[config.mk]
export PLATFORM = sky130hd
export DESIGN_NAME = serial_sync_clock_status_ctrl
export DESIGN_NICKNAME = d
export VERILOG_FILES = /design/src/rtl/serial_sync_pkg.sv /design/src/rtl/serial_sync_clock_status_ctrl.sv
export VERILOG_INCLUDE_DIRS = /design/src /design/src/rtl
export SDC_FILE = /design/constraint.sdc
export NUM_CORES = 1
export LEC_CHECK = 0
export BUFFER_PORTS_ARGS = -buffer_cell sky130_fd_sc_hd__clkbuf_2
export CORE_MARGIN = 10
export CORE_UTILIZATION = 45
export CTS_BUF_LIST = sky130_fd_sc_hd__clkbuf_4
export CTS_CLUSTER_SIZE = 30
export DETAILED_ROUTE_END_ITERATION = 6
export PLACE_DENSITY_LB_ADDON = 0.12
export SLEW_MARGIN = 10
export SYNTH_ARGS = -nofsm -noshare
export SYNTH_HDL_FRONTEND = slang
export SYNTH_SLANG_ARGS = --single-unit
[constraint.sdc]
create_clock -name REF_CLK -period 2.48 [get_ports REF_CLK]
set_input_delay 0.124 -clock REF_CLK [delete_from_list [all_inputs] [get_ports REF_CLK]]
set_output_delay 0.124 -clock REF_CLK [all_outputs]
set_load 0.005 [all_outputs]
[src/rtl/serial_sync_regs.svh]
// register map, field positions and reset values of the serial block
// How it works
// sync clock follows the transmitter; no pulses during start or stop bits.
// last data bit gets a clock pulse only when final_bit_pulse_sel is set.
// clock_idle_level_sel sets clock polarity, clock_edge_phase_sel its phase.
// sync clock stays inactive while idle, preamble or break.
// clock options never touch the receiver.
// with tx_on and rx_on both clear, clock and data pins float.
// software sets clock options before enabling tx and leaves them.
// status register is read-only, resets to tx_holding_empty and tx_done_flag.
// tx_holding_empty sets on load to shifter; clears on status access then data write.
// tx_done_flag sets after a data frame ends; same clear sequence.
// rx_ready_flag sets when data readable; clears on status access then data read.
// idle flag sets on quiet line, re-arms only after rx_ready_flag sets.
// word arriving while rx_ready_flag set raises overrun, holding data kept.
// noise_flag sets on noisy frame, no own interrupt, read-sequence clear.
// framing_flag on bad stop bit; overrun alone when both occur.
// parity_error_flag sets on bad parity, interrupts with parity_irq_on.
// nine-bit words carry tx_ninth_bit out and rx_ninth_bit in.
// serial_unit_off stops prescaler and outputs after the current word.
// frame is start, eight or nine data bits, one stop bit.
// wake from mute by quiet line when wake bit 0, address mark when 1.
// parity_on puts parity at the MSB and checks it; applies next word.
// parity_odd_sel picks even or odd parity; applies next word.
// clock rests at its idle level; phase 0 mid-bit, phase 1 bit start.
// 7 or 8 pulses per eight-bit word, 8 or 9 per nine-bit word.
// one clock pulse per data bit except the last, which pulses only with final_bit_pulse_sel; aligned to the data by phase.
`ifndef SERIAL_SYNC_REGS_SVH
`define SERIAL_SYNC_REGS_SVH
`define OFS_STATUS 3'h0
`define OFS_DATA   3'h1
`define OFS_CTRL1  3'h2
`define OFS_CTRL2  3'h3
`define OFS_CTRL3  3'h4
`define OFS_BAUD   3'h5
`define STATUS_RST 8'hc0
`define BAUD_RST   8'h03
`define C2_TXIE  7
`define C2_TX_DONE_IRQ_ON  6
`define C2_RIE   5
`define C2_LINE_QUIET_IRQ_ON  4
`define C2_TE    3
`define C2_RE    2
`define C2_RWU   1
`define C3_CLKEN 3
`define C3_CLOCK_IDLE_LEVEL_SEL  2
`define C3_CLOCK_EDGE_PHASE_SEL  1
`define C3_FINAL_BIT_PULSE_SEL  0
`define OVS_LAST 4'hf
`define MID_SMP  4'h9
`define HALF_BIT 3
`define IDLE_T8  8'ha0
`define IDLE_T9  8'hb0
`endif

[src/rtl/serial_sync_pkg.sv]
// types shared by the serial block
package serial_sync_pkg;
  typedef struct packed {
    logic rx9;
    logic tx9;
    logic off;
    logic nine;
    logic wake;
    logic parity_on;
    logic ps;
    logic parity_irq_on;
  } frame_ctrl_t;
  typedef struct packed {
    logic tx_holding_empty;
    logic tc;
    logic rx_ready_flag;
    logic idle;
    logic ovr;
    logic nf;
    logic fe;
    logic pe;
  } status_t;
  typedef enum logic [1:0] {S_IDLE, S_START, S_DATA, S_STOP} line_state_t;
endpackage : serial_sync_pkg

[src/rtl/serial_sync_clock_status_ctrl.sv]
// serial transmitter/receiver with sync clock output and status flags
`timescale 1ns/100ps
`include "serial_sync_regs.svh"
module serial_sync_clock_status_ctrl #(
  parameter int DIV_W = 8
) (
  input  wire logic       REF_CLK,
  input  wire logic       RST_N,
  input  wire logic [2:0] ADDR,
  input  wire logic [7:0] WDATA,
  input  wire logic       WR,
  input  wire logic       RD,
  output logic      [7:0] RDATA,
  input  wire logic       RXD_IN,
  output logic            TXD_OUT,
  output logic            TXD_OE,
  output logic            SCLK_OUT,
  output logic            SCLK_OE,
  output logic            IRQ
);
  if (DIV_W < 2 || DIV_W > 8) begin : g_chk
    $error("DIV_W must be 2..8");
  end

  function automatic logic [8:0] fit_parity(input logic nine, input logic parity_on,
                                            input logic ps, input logic [8:0] w);
    logic [8:0] r;
    r = w;
    if (parity_on && nine) r[8] = ^w[7:0] ^ ps;
    if (parity_on && !nine) r[7] = ^w[6:0] ^ ps;
    return r;
  endfunction : fit_parity

  serial_sync_pkg::frame_ctrl_t cr1_r;
  serial_sync_pkg::status_t     st_r;
  serial_sync_pkg::line_state_t tx_st_r;
  serial_sync_pkg::line_state_t rx_st_r;
  logic [7:0]       cr2_r;
  logic [3:0]       cr3_r;
  logic [DIV_W-1:0] div_r;
  logic [DIV_W-1:0] bcnt_r;
  logic [7:0]       thr_r;
  logic [7:0]       rdr_r;
  logic             acc_r;
  logic [3:0]       tsub_r;
  logic [3:0]       tbit_r;
  logic [8:0]       tshf_r;
  logic             tnine_r;
  logic [3:0]       rsub_r;
  logic [3:0]       rbit_r;
  logic [8:0]       rshf_r;
  logic             rnine_r;
  logic             rpce_r;
  logic             rps_r;
  logic [1:0]       smp_r;
  logic             nz_r;
  logic [7:0]       quiet_r;
  logic             arm_r;
  logic             rxs1_r;
  logic             rxs2_r;

  // register decode
  wire wr_data = WR && ADDR == `OFS_DATA;
  wire rd_data = RD && ADDR == `OFS_DATA;
  wire clr_tx  = acc_r && wr_data;
  wire clr_rx  = acc_r && rd_data;
  wire te      = cr2_r[`C2_TE];
  wire re      = cr2_r[`C2_RE];
  wire clock_idle_level_sel    = cr3_r[`C3_CLOCK_IDLE_LEVEL_SEL];

  // prescaler halts only between words, so a word in flight completes
  wire quiet_all = tx_st_r == serial_sync_pkg::S_IDLE && rx_st_r == serial_sync_pkg::S_IDLE;
  wire stopped   = cr1_r.off && quiet_all;
  wire tick      = !stopped && bcnt_r == div_r;

  always_ff @(posedge REF_CLK or negedge RST_N) begin
    if (!RST_N) bcnt_r <= '0;
    else bcnt_r <= (stopped || tick) ? '0 : bcnt_r + 1'b1;
  end

  // transmitter
  wire tx_bend  = tick && tsub_r == `OVS_LAST;
  wire [3:0] tlast = tnine_r ? 4'h8 : 4'h7;
  wire tx_ready = te && !st_r.tx_holding_empty && !stopped;
  wire tx_load  = (tx_st_r == serial_sync_pkg::S_IDLE && tx_ready)
               || (tx_st_r == serial_sync_pkg::S_STOP && tx_bend && tx_ready);
  wire tx_fin   = tx_st_r == serial_sync_pkg::S_STOP && tx_bend && !tx_ready;
  // parity and word length sampled at load, so changes wait for the next word
  wire [8:0] tword = fit_parity(cr1_r.nine, cr1_r.parity_on, cr1_r.ps, {cr1_r.tx9, thr_r});

  always_ff @(posedge REF_CLK or negedge RST_N) begin
    if (!RST_N) begin
      tx_st_r <= serial_sync_pkg::S_IDLE;
      tsub_r  <= '0;
      tbit_r  <= '0;
      tshf_r  <= '0;
      tnine_r <= 1'b0;
    end else if (tx_load) begin
      tx_st_r <= serial_sync_pkg::S_START;
      tsub_r  <= '0;
      tshf_r  <= tword;
      tnine_r <= cr1_r.nine;
    end else if (tick) begin
      tsub_r <= tsub_r + 4'h1;
      if (tx_bend) begin
        case (tx_st_r)
          serial_sync_pkg::S_START: begin
            tx_st_r <= serial_sync_pkg::S_DATA;
            tbit_r  <= '0;
          end
          serial_sync_pkg::S_DATA: begin
            tshf_r <= {1'b0, tshf_r[8:1]};
            tbit_r <= tbit_r + 4'h1;
            if (tbit_r == tlast) tx_st_r <= serial_sync_pkg::S_STOP;
          end
          serial_sync_pkg::S_STOP: tx_st_r <= serial_sync_pkg::S_IDLE;
          default: tx_st_r <= serial_sync_pkg::S_IDLE;
        endcase
      end
    end
  end

  // sync clock: only data bits pulse, last one only if asked
  wire pulse_en = tbit_r != tlast || cr3_r[`C3_FINAL_BIT_PULSE_SEL];
  wire act_half = cr3_r[`C3_CLOCK_EDGE_PHASE_SEL] ? !tsub_r[`HALF_BIT] : tsub_r[`HALF_BIT];
  wire clk_act  = tx_st_r == serial_sync_pkg::S_DATA && pulse_en && act_half;
  wire sclk_nxt = clock_idle_level_sel ^ clk_act;
  wire txd_nxt  = tx_st_r == serial_sync_pkg::S_START ? 1'b0
                : tx_st_r == serial_sync_pkg::S_DATA ? tshf_r[0] : 1'b1;
  wire pins_on  = (te || re) && !stopped;

  // receiver; clocking options are never consulted here
  wire rx_smp   = tick && rsub_r == `MID_SMP;
  wire maj      = (smp_r[0] & smp_r[1]) | (smp_r[0] & rxs2_r) | (smp_r[1] & rxs2_r);
  wire noisy    = !(smp_r[0] == smp_r[1] && smp_r[1] == rxs2_r);
  wire [3:0] rlast = rnine_r ? 4'h8 : 4'h7;
  wire rx_done  = rx_smp && rx_st_r == serial_sync_pkg::S_STOP;
  wire [8:0] rword = rnine_r ? rshf_r : {1'b0, rshf_r[8:1]};
  wire rmsb     = rnine_r ? rword[8] : rword[7];
  wire rbad_par = rpce_r && ((rnine_r ? ^rword[8:0] : ^rword[7:0]) != rps_r);
  wire muted    = cr2_r[`C2_RWU];
  wire mark_wk  = rx_done && muted && cr1_r.wake && rmsb;
  wire deliver  = rx_done && (!muted || mark_wk);
  wire put      = deliver && !st_r.rx_ready_flag;
  wire ovr_set  = deliver && st_r.rx_ready_flag;
  wire [7:0] qlim = cr1_r.nine ? `IDLE_T9 : `IDLE_T8;
  wire quiet_hit = tick && rx_st_r == serial_sync_pkg::S_IDLE && re && quiet_r == qlim;
  wire idle_wk  = quiet_hit && muted && !cr1_r.wake;
  wire idle_set = quiet_hit && !muted && arm_r;

  always_ff @(posedge REF_CLK or negedge RST_N) begin
    if (!RST_N) begin
      rxs1_r <= 1'b1;
      rxs2_r <= 1'b1;
    end else begin
      rxs1_r <= RXD_IN;
      rxs2_r <= rxs1_r;
    end
  end

  always_ff @(posedge REF_CLK or negedge RST_N) begin
    if (!RST_N) begin
      rx_st_r <= serial_sync_pkg::S_IDLE;
      rsub_r  <= '0;
      rbit_r  <= '0;
      rshf_r  <= '0;
      rnine_r <= 1'b0;
      rpce_r  <= 1'b0;
      rps_r   <= 1'b0;
      smp_r   <= 2'b11;
      nz_r    <= 1'b0;
      quiet_r <= '0;
    end else if (!re) begin
      rx_st_r <= serial_sync_pkg::S_IDLE;
      quiet_r <= '0;
    end else if (tick) begin
      rsub_r <= rsub_r + 4'h1;
      smp_r  <= {smp_r[0], rxs2_r};
      if (rx_st_r != serial_sync_pkg::S_IDLE) quiet_r <= '0;
      else if (!rxs2_r) quiet_r <= '0;
      else if (quiet_r != qlim) quiet_r <= quiet_r + 8'h01;
      case (rx_st_r)
        serial_sync_pkg::S_IDLE:
          if (!rxs2_r) begin
            rx_st_r <= serial_sync_pkg::S_START;
            rsub_r  <= 4'h1;
            nz_r    <= 1'b0;
            rnine_r <= cr1_r.nine;
            rpce_r  <= cr1_r.parity_on;
            rps_r   <= cr1_r.ps;
          end
        serial_sync_pkg::S_START:
          if (rx_smp && maj) rx_st_r <= serial_sync_pkg::S_IDLE;
          else if (rsub_r == `OVS_LAST) begin
            rx_st_r <= serial_sync_pkg::S_DATA;
            rbit_r  <= '0;
          end
        serial_sync_pkg::S_DATA: begin
          if (rx_smp) begin
            rshf_r <= {maj, rshf_r[8:1]};
            nz_r   <= nz_r | noisy;
          end
          if (rsub_r == `OVS_LAST) begin
            rbit_r <= rbit_r + 4'h1;
            if (rbit_r == rlast) rx_st_r <= serial_sync_pkg::S_STOP;
          end
        end
        // stop bit ends at mid-sample to catch a following start edge
        serial_sync_pkg::S_STOP:
          if (rx_smp) rx_st_r <= serial_sync_pkg::S_IDLE;
        default: rx_st_r <= serial_sync_pkg::S_IDLE;
      endcase
    end
  end

  // status flags: hardware set wins over the software clear sequence
  always_ff @(posedge REF_CLK or negedge RST_N) begin
    if (!RST_N) begin
      st_r  <= `STATUS_RST;
      acc_r <= 1'b0;
      arm_r <= 1'b0;
      rdr_r <= '0;
    end else begin
      if (RD && ADDR == `OFS_STATUS) acc_r <= 1'b1;
      else if (wr_data || rd_data) acc_r <= 1'b0;
      st_r.tx_holding_empty <= tx_load | (st_r.tx_holding_empty & !clr_tx);
      st_r.tc   <= tx_fin | (st_r.tc & !clr_tx);
      st_r.rx_ready_flag <= put | (st_r.rx_ready_flag & !clr_rx);
      st_r.idle <= idle_set | (st_r.idle & !clr_rx);
      st_r.ovr  <= ovr_set | (st_r.ovr & !clr_rx);
      st_r.nf   <= (put && (nz_r || noisy)) | (st_r.nf & !clr_rx);
      st_r.fe   <= (put && !maj) | (st_r.fe & !clr_rx);
      st_r.pe   <= (put && rbad_par) | (st_r.pe & !clr_rx);
      if (put) rdr_r <= rword[7:0];
      if (put) arm_r <= 1'b1;
      else if (idle_set) arm_r <= 1'b0;
    end
  end

  // control registers; status offset ignores writes
  always_ff @(posedge REF_CLK or negedge RST_N) begin
    if (!RST_N) begin
      cr1_r <= '0;
      cr2_r <= '0;
      cr3_r <= '0;
      div_r <= DIV_W'(`BAUD_RST);
      thr_r <= '0;
    end else begin
      if (WR && ADDR == `OFS_CTRL1) cr1_r <= {cr1_r.rx9, WDATA[6:0]};
      if (put) cr1_r.rx9 <= rword[8];
      if (WR && ADDR == `OFS_CTRL2) cr2_r <= WDATA;
      else if (mark_wk || idle_wk) cr2_r[`C2_RWU] <= 1'b0;
      if (WR && ADDR == `OFS_CTRL3) cr3_r <= WDATA[3:0];
      if (WR && ADDR == `OFS_BAUD) div_r <= WDATA[DIV_W-1:0];
      if (wr_data) thr_r <= WDATA;
    end
  end

  logic [7:0] rd_mux;
  always_comb begin
    case (ADDR)
      `OFS_STATUS: rd_mux = st_r;
      `OFS_DATA:   rd_mux = rdr_r;
      `OFS_CTRL1:  rd_mux = cr1_r;
      `OFS_CTRL2:  rd_mux = cr2_r;
      `OFS_CTRL3:  rd_mux = {4'h0, cr3_r};
      `OFS_BAUD:   rd_mux = 8'(div_r);
      default:     rd_mux = 8'h00;
    endcase
  end

  wire irq_nxt = (st_r.tx_holding_empty & cr2_r[`C2_TXIE]) | (st_r.tc & cr2_r[`C2_TX_DONE_IRQ_ON])
               | ((st_r.rx_ready_flag | st_r.ovr) & cr2_r[`C2_RIE])
               | (st_r.idle & cr2_r[`C2_LINE_QUIET_IRQ_ON]) | (st_r.pe & cr1_r.parity_irq_on);

  always_ff @(posedge REF_CLK or negedge RST_N) begin
    if (!RST_N) begin
      RDATA    <= '0;
      TXD_OUT  <= 1'b1;
      TXD_OE   <= 1'b0;
      SCLK_OUT <= 1'b0;
      SCLK_OE  <= 1'b0;
      IRQ      <= 1'b0;
    end else begin
      RDATA    <= RD ? rd_mux : 8'h00;
      TXD_OUT  <= txd_nxt;
      TXD_OE   <= pins_on;
      SCLK_OUT <= sclk_nxt;
      SCLK_OE  <= pins_on && cr3_r[`C3_CLKEN];
      IRQ      <= irq_nxt;
    end
  end
endmodule : serial_sync_clock_status_ctrl

==> results of run 1 <==
-- power by group through the flow --
stage	Clock (mW)	Sequential, mW	Combinational [mW]
5_1_grt	1.53	2.99	1.86
2_1_floorplan	0	2.82	1.14
3_3_place_gp	0	2.95	1.59
3_5_place_dp	0	2.97	1.63
6_report	1.38	2.93	1.67
4_1_cts	1.44	2.93	1.66
-- cells in the mapped netlist, types with 9 or more instances --
master      n
xor2_1     14
mux2_2     78
dfrtp_1   121
xnor2_1    21
and3_1     10
nand4_1     9
nor2_1     37
inv_1      20
nand2_1    39
mux2i_1    22
o21ai_0    22
nor3_1     12
clkbuf_1    9
nand3_1    27
a21oi_1    14
ha_1       14
dfstp_2     9
-- flip-flops by register name, summed over array words and instances (netlist names), 2 cells and up --
name	flops
RDATA	8
bcnt_r	8
cr1_r	8
cr2_r	8
cr3_r	4
div_r	8
quiet_r	8
rbit_r	4
rdr_r	8
rshf_r	9
rsub_r	4
rx_st_r	2
smp_r	2
st_r	8
tbit_r	4
thr_r	8
tshf_r	9
tsub_r	4
tx_st_r	2
-- kinds of logic after synthesis --
| logic type | Yosys count | synth area share, % |
|---|---|---|
| xor gates and xnor gates | 37 | 5.36 |
| adders and majority gates | 14 | 2.67 |
| DFF | 130 | 49.8 |
| buffers and inverters | 34 | 2.04 |
| muxes | 102 | 17.4 |
| AOI/OAI and AO/OA | 78 | 7.92 |
| and+or+nand+nor | 181 | 14.7 |
-- metrics by stage --
stage / power [mW] / utilization (%) / hold slack [ps]
after floorplan: 3.96 / - / -172
after global placement: 4.54 / 49.5 / 60.9
after global routing: 6.37 / 52.5 / 92.4
final: 5.99 / 52.5 / 123
after detailed placement: 4.60 / 49.5 / 61.2
after CTS: 6.03 / 52.3 / 63.0
-- final cells by class --
cell class | instances | area (sq um)
multi-input combinational | 413 | 3190
inverter | 20 | 75.1
tap | 184 | 230
sequential | 130 | 3260
timing repair buffer | 75 | 551
clock inverter | 12 | 116
fill | 1290 | 6850
clock buffer | 20 | 150
-- metal layers --
layer | track usage [%] | vias up | part of all wire [%]
li1 | - | 2260 | -
met1 | 21.0 | 2363 | 46
met2 | 25.6 | 105 | 47
met3 | 4.30 | 20 | 4.8
met4 | 5.16 | 0 | 1.8
met5 | 0 | - | 0
-- worst max-delay path, delay by kind of cell, from the launching register on --
| kind | cells | cell delay [ps] |
|---|---|---|
| fa+ha+maj | 1 | 210 |
| simple gates | 3 | 1180 |
| mux | 2 | 570 |
| flops | 1 | 400 |
-- repair_timing --
action                     in CTS  in global routing
setup endpoints to repair       0                  7
hold endpoints to repair      166                  0
buffers inserted                0                  2
hold buffers                   13                  0
gates resized for setup         0                  3
-- final timing paths --
kind	end	slack [ps]	cells after the start
worst max register to register	tshf_r[4]	40	6
min in group REF_CLK	RDATA[7]	120	4
worst max-delay path	tshf_r[4]	40	6
worst min-delay path	arm_r	120	3
worst min register to register	rxs2_r	360	0
max in group asynchronous	smp_r[0]	1930	3
==> metrics.md, run 1 <==
| Metric | Value |
|---|---|
| Status | `complete, no violations` |
| Final hold vios | `0` |
| CP required | `2920 ps` |
| Htree depth | `4` |
| Cells after synthesis | `576` |
| DP Area | `7140 sq um` |
| Crit path kind | `flip-flop to flip-flop` |
| Fin area | `7580 sq um` |
| Final Max Slew Viols | `0` |
| Die Span X | `141 microns` |
| TritonCTS Buffers | `17` |
| Post-Syn Area | `6550 sq um` |
| Max-Cap Viols | `0` |
| Crit. End Element | `flip-flop` |
| Final setup fails | `0` |
| RSZ-0062 raised after global routing | `true` |
| Clk sinks | `130` |
| Post-synthesis sequential area ratio | `49.8%` |
| Setup TNS | `0 ps` |
| Sw Ratio | `33.6%` |
| First-pass GRT wire length | `25.5 mm` |
| CP max stage delay | `590 ps` |
| Critical path origin | `tsub_r[0]` |
| Period minus WS final | `2440 ps` |
| Tightest Pin Transition | `496 ps` |
| DR vias | `4748` |
| Commonest non-fill, non-tap cells in the layout | `dfrtp_1, mux2_2, nand2_1` |
| Clk_skew | `21.5 ps` |
| HP Class | `input port to async pin` |
| Buffers on Ports | `28` |
| Pint | `3.98 mW` |
| P&R area growth vs syn | `15.6%` |
| Total gr overflow | `0` |
| Rel. slew slack | `66.6%` |
| Syn_area_per_cell | `11.4 sq um` |
| Worst R2R Start | `tsub_r[0]` |
| Power density over the cells | `790 nW/um^2` |
| Die Span Y | `141 microns` |
| CTS tree | `done` |
| Antenna Cells | `0` |
| Clk pin slew, worst setup/hold paths | `120 ps` |
| Final worst slack | `43.7 ps` |
| Cells traversed along the worst timing path | `ha_2 -> nand3_2 -> or4_4 -> or4_4 -> mux2_2 -> mux2_2` |
| #FFs+latches synth | `130` |
| Largest area contributor in the netlist | `dfrtp_1` |
| Max Fclk | `410 MHz` |
| Post-DP HPWL | `11.5 mm` |
| Final worst-path cycle share | `98.2%` |
| Worst-Skew Late Latency | `540 ps` |
| Net Switching | `2.01 mW` |
| Synth warn | `0` |
| Row cnt | `44` |
| Pre-CTS setup slack | `24.7 ps` |
| DRC violations left | `0` |
| Clock Power Share | `23.0%` |
| Total routed wirelength | `15.8 mm` |
| Ports | `29` |
| Number of flops mapped to enable cells by yosys | `0` |
| Clock Tree Buf Depth | `2` |
| First DRT Iteration DRCs | `421` |
| Detail-routed via count per cell | `5.56` |
| Critical Path AT | `2880 ps` |
| LEAKAGE | `3.43 nW` |
| Crit-path slowest cell | `or4_4` |
| VDD IR max | `358 uV` |
| Synth top area share | `46.2%` |
| Routability Congestion | `0.833` |
| Largest net degree at the start of global routing | `54` |
| Overall Global Routing Usage | `16.1%` |
| Crit-path max FO | `5` |
| Most common cell after layout, fill and taps aside | `dfrtp_1` |
| Async S/R FF share, synth | `100%` |
| Die area | `19800 sq um` |
| First-pass DRT Iterations | `5` |
| Netlist cell types | `61` |
| Synth Net Count | `606` |
| Initial antenna violation count | `0` |
| Routed Antenna Nets | `0` |
| Non-Filler Instances | `854` |
| Root buf cell | `clkbuf_4` |
| Flop pwr share | `49.0%` |
| Initial core utilization | `45.4%` |
| CP Launch Type | `flip-flop` |
| Dpl cells | `806` |
| Final nets | `687` |
| Top cells by area, synth | `dfrtp_1, mux2_2, dfstp_2` |
| Logic pwr share | `28.0%` |
| Core ar. | `14400 sq um` |
| Vias in the first global route | `4816` |
| Share of cells above drive strength 1 | `29.3%` |
| Main synth FF type | `dfrtp_1` |
| WL per Instance | `18.5 microns` |
Note: power is estimated with default switching activity, not from simulation.
==> inputs of run 2 (changes only) <==
--- a/config.mk
+++ b/config.mk
@@ -6,12 +6,14 @@
 export SDC_FILE = /design/constraint.sdc
 export NUM_CORES = 1
 export LEC_CHECK = 0
+export ABC_AREA = 1
 export BUFFER_PORTS_ARGS = -buffer_cell sky130_fd_sc_hd__clkbuf_2
 export CORE_MARGIN = 10
 export CORE_UTILIZATION = 45
 export CTS_BUF_LIST = sky130_fd_sc_hd__clkbuf_4
 export CTS_CLUSTER_SIZE = 30
 export DETAILED_ROUTE_END_ITERATION = 6
+export HOLD_SLACK_MARGIN = 0.15
 export PLACE_DENSITY_LB_ADDON = 0.12
 export SLEW_MARGIN = 10
 export SYNTH_ARGS = -nofsm -noshare
==> metrics.md, run 2 <==
| Metric | Value |
|---|---|
| Netlist cell types | `44 (was 61)` |
| Top cells by area, synth | `dfrtp_1, nand2_1, inv_1 (was dfrtp_1, mux2_2, dfstp_2)` |
| P&R area growth vs syn | `12.7% (was 15.6%)` |
| Core ar. | `14600 sq um (was 14400 sq um)` |
| Clk sinks | `130 (unchanged)` |
| Top cells by count, synth | `nand2_1, inv_1, dfrtp_1, o21ai_0, nor2_1 (was dfrtp_1, mux2_2, nand2_1, nor2_1, nand3_1)` |
| Routed Antenna Nets | `0 (unchanged)` |
| Critical Path AT | `2740 ps (was 2880 ps)` |
| CP required | `2940 ps (was 2920 ps)` |
| Power density over the cells | `725 nW/um^2 (was 790 nW/um^2)` |
| Die Span X | `142 microns (was 141 microns)` |
| Post-Syn Area | `6740 sq um (was 6550 sq um)` |
| Crit path kind | `input port to flip-flop (was flip-flop to flip-flop)` |
| Crit-path slowest cell | `dlygate4sd3_1 (was or4_4)` |
| Max-Cap Viols | `0 (unchanged)` |
| Synth Net Count | `897 (was 606)` |
| Most common cell after layout, fill and taps aside | `nand2_1 (was dfrtp_1)` |
| Async S/R FF share, synth | `100% (unchanged)` |
| DR vias | `5633 (was 4748)` |
| Fin Hold WS | `224 ps (was 123 ps)` |
| VDD IR max | `351 uV (was 358 uV)` |
| Cells traversed along the worst timing path | `dlygate4sd3_1 -> clkbuf_2 -> inv_1 -> nor2_1 -> nand2_1 -> nor2_1 -> buf_4 -> nand2_1 -> dlygate4sd3_1 -> o21ai_0 -> dlygate4sd3_1 (was ha_2 -> nand3_2 -> or4_4 -> or4_4 -> mux2_2 -> mux2_2)` |
| Routability Congestion | `0.884 (was 0.833)` |
| Die Span Y | `142 microns (was 141 microns)` |
| Number of flops mapped to enable cells by yosys | `0 (unchanged)` |
| Crit. End Element | `flip-flop (unchanged)` |
| Main synth FF type | `dfrtp_1 (unchanged)` |
| Initial core utilization | `46.2% (was 45.4%)` |
| CP max stage delay | `570 ps (was 590 ps)` |
| Final nets | `960 (was 687)` |
| Setup TNS | `0 ps (unchanged)` |
| Vias in the first global route | `5440 (was 4816)` |
| Layout Utilization | `52.1% (was 52.5%)` |
| Non-Filler Instances | `1127 (was 854)` |
| Clock Tree Buf Depth | `2 (unchanged)` |
| Final Max Slew Viols | `0 (unchanged)` |
| HP Class | `input port to flip-flop (was input port to async pin)` |
| Logic pwr share | `24.8% (was 28.0%)` |
| Overall Global Routing Usage | `17.0% (was 16.1%)` |
| Row cnt | `44 (unchanged)` |
| Largest area contributor in the netlist | `dfrtp_1 (unchanged)` |
| Net Switching | `1.92 mW (was 2.01 mW)` |
| LEAKAGE | `3.89 nW (was 3.43 nW)` |
| Post-cts hold buffer count | `22 (was 13)` |
| RSZ-0062 raised after global routing | `false (was true)` |
| Total routed wirelength | `16.3 mm (was 15.8 mm)` |
| Rel. slew slack | `55.3% (was 66.6%)` |
| Register Area | `3260 sq um (unchanged)` |
| Share of cells above drive strength 1 | `9.86% (was 29.3%)` |
| Synth top area share | `44.9% (was 46.2%)` |
| Sw Ratio | `34.8% (was 33.6%)` |
| Largest registers | `rshf_r: 9 flops, tshf_r: 9 flops (unchanged)` |
| Post-synthesis sequential area ratio | `48.4% (was 49.8%)` |
| Pint | `3.59 mW (was 3.98 mW)` |
| Die area | `20300 sq um (was 19800 sq um)` |
| Setup Buffers After CTS | `0 (unchanged)` |
| Most frequent cell after synthesis | `nand2_1 (was dfrtp_1)` |
| Clk_skew | `14.3 ps (was 21.5 ps)` |
| Root buf cell | `clkbuf_4 (unchanged)` |
| Period minus WS final | `2270 ps (was 2440 ps)` |
| Flop pwr share | `51.7% (was 49.0%)` |
| WL per Instance | `14.4 microns (was 18.5 microns)` |
| Antenna Cells | `0 (unchanged)` |
| Synth warn | `0 (unchanged)` |
| # fillers | `1419 (was 1290)` |
| Initial antenna violation count | `0 (unchanged)` |
| Worst-Skew Late Latency | `530 ps (was 540 ps)` |
| Buffers on Ports | `28 (unchanged)` |
| CTS tree | `done (unchanged)` |
| Most frequent CP cell | `dlygate4sd3_1` |
| Total gr overflow | `0 (unchanged)` |
| Final worst-path cycle share | `91.7% (was 98.2%)` |
| Detail-routed via count per cell | `5.00 (was 5.56)` |
| Tightest Pin Transition | `667 ps (was 496 ps)` |
| Syn_area_per_cell | `7.78 sq um (was 11.4 sq um)` |
| Multi-input logic area | `2860 sq um (was 3190 sq um)` |
| CP Launch Type | `input port (was flip-flop)` |
| Commonest non-fill, non-tap cells in the layout | `nand2_1, inv_1, dfrtp_1 (was dfrtp_1, mux2_2, nand2_1)` |
| First-pass DRT Iterations | `5 (unchanged)` |
| Final setup fails | `0 (unchanged)` |
| Htree depth | `4 (unchanged)` |
| #FFs+latches synth | `130 (unchanged)` |
| CP Buf/Inv Count | `6 (was 0)` |
| Crit-path max FO | `6 (was 5)` |
| Largest net degree at the start of global routing | `53 (was 54)` |
| First-pass GRT wire length | `27.8 mm (was 25.5 mm)` |
| Post-DP HPWL | `11.9 mm (was 11.5 mm)` |
| First DRT Iteration DRCs | `415 (was 421)` |
| Clk pin slew, worst setup/hold paths | `100 ps (was 120 ps)` |
| Dpl cells | `1073 (was 806)` |
| Crit-path leading delay family | `buffers and inverters (was simple AND/OR/NAND/NOR gates)` |
| Clock Power Share | `23.4% (was 23.0%)` |
| TritonCTS Buffers | `17 (unchanged)` |
| DRC violations left | `0 (unchanged)` |
| Post-cts resize count | `0 (unchanged)` |
| Final hold vios | `0 (unchanged)` |
| Cells after synthesis | `867 (was 576)` |
| Status | `complete, no violations (unchanged)` |
| Ports | `29 (unchanged)` |
| Max Fclk | `440 MHz (was 410 MHz)` |
[run 2: changes by cell type in the layout (fill, tap and decap cells not counted), sizes merged, moves of 22 or more]
cell	before	now
nand2	39	265
buf	36	10
o21ai	22	99
inv	20	145
mux2i	22	0
mux2	78	0
[run 2: area by class of cell]
cell class | count | share of cell area, %
Clock buffer | 23 | 2.27
Clock inverter | 9 | 0.889
Inverter | 146 | 7.21
Multi-Input combinational cell | 577 | 37.6
Sequential cell | 130 | 43.0
Tap cell | 184 | 3.03
Timing Repair Buffer | 58 | 6.01
[run 2: final timing paths]
| kind | from | to | slack [ps] | cells after the start |
|---|---|---|---|---|
| max | ADDR[0] | thr_r[4] | 210 | 11 |
| min | RXD_IN | rxs1_r | 220 | 2 |
| max reg2reg | rnine_r | st_r[0] | 390 | 12 |
| min reg2reg | rxs1_r | rxs2_r | 360 | 0 |
| max in group asynchronous | RST_N | div_r[1] | 1420 | 4 |
| min in group asynchronous | RST_N | st_r[7] | 680 | 3 |
[run 2: logic make-up (layout without fill, tap and decap cells)]
group	after synthesis	count (layout)	synth area share, %
flip-flops	130	130	48.4
buffers and inverters	160	236	9.17
adder cells (fa/ha/maj)	14	14	2.60
XOR/XNOR	19	19	2.47
AO/OA/AOI/OAI	151	151	12.5
AND/OR/NAND/NOR	393	393	24.8
[run 2: power by group through the flow]
| stage | clock (mW) | sequential (mW) | combinational, mW |
|---|---|---|---|
| 5_1_grt | 1.45 | 2.91 | 1.61 |
| 2_1_floorplan | 0 | 2.78 | 1.00 |
| 3_5_place_dp | 0 | 2.89 | 1.34 |
| 4_1_cts | 1.34 | 2.85 | 1.38 |
| 3_3_place_gp | 0 | 2.89 | 1.33 |
| 6_report | 1.29 | 2.85 | 1.37 |
[run 2: metrics by stage]
stage	total power, mW	cell area (sq um)	worst slack (ps)
2_1_floorplan	3.78	6740	724
3_3_place_gp	4.22	7120	439
3_5_place_dp	4.23	7120	448
4_1_cts	5.58	7600	304
5_1_grt	5.96	7600	93.0
6_report	5.51	7600	206
[run 2: worst reg2reg max path, cell delays in order (launching register included)]
cell     delay [ps]
dfrtp_1         590
o21ai_0         630
inv_1           170
nand2_1         100
nand2_1          50
nand2_1          80
nand2_1          50
nand2_1          50
nand2_1          50
nand2_1          50
nand2_1          60
nand3_1          80
nand2_1          50
[run 2: per-layer routing]
metal,GRT usage [%],vias to the layer above,part of all wire [%]
met5,0,-,0
met2,26.0,130,45
met1,23.8,2602,49
met4,4.58,0,0.93
met3,3.84,11,4.6
li1,-,2890,-
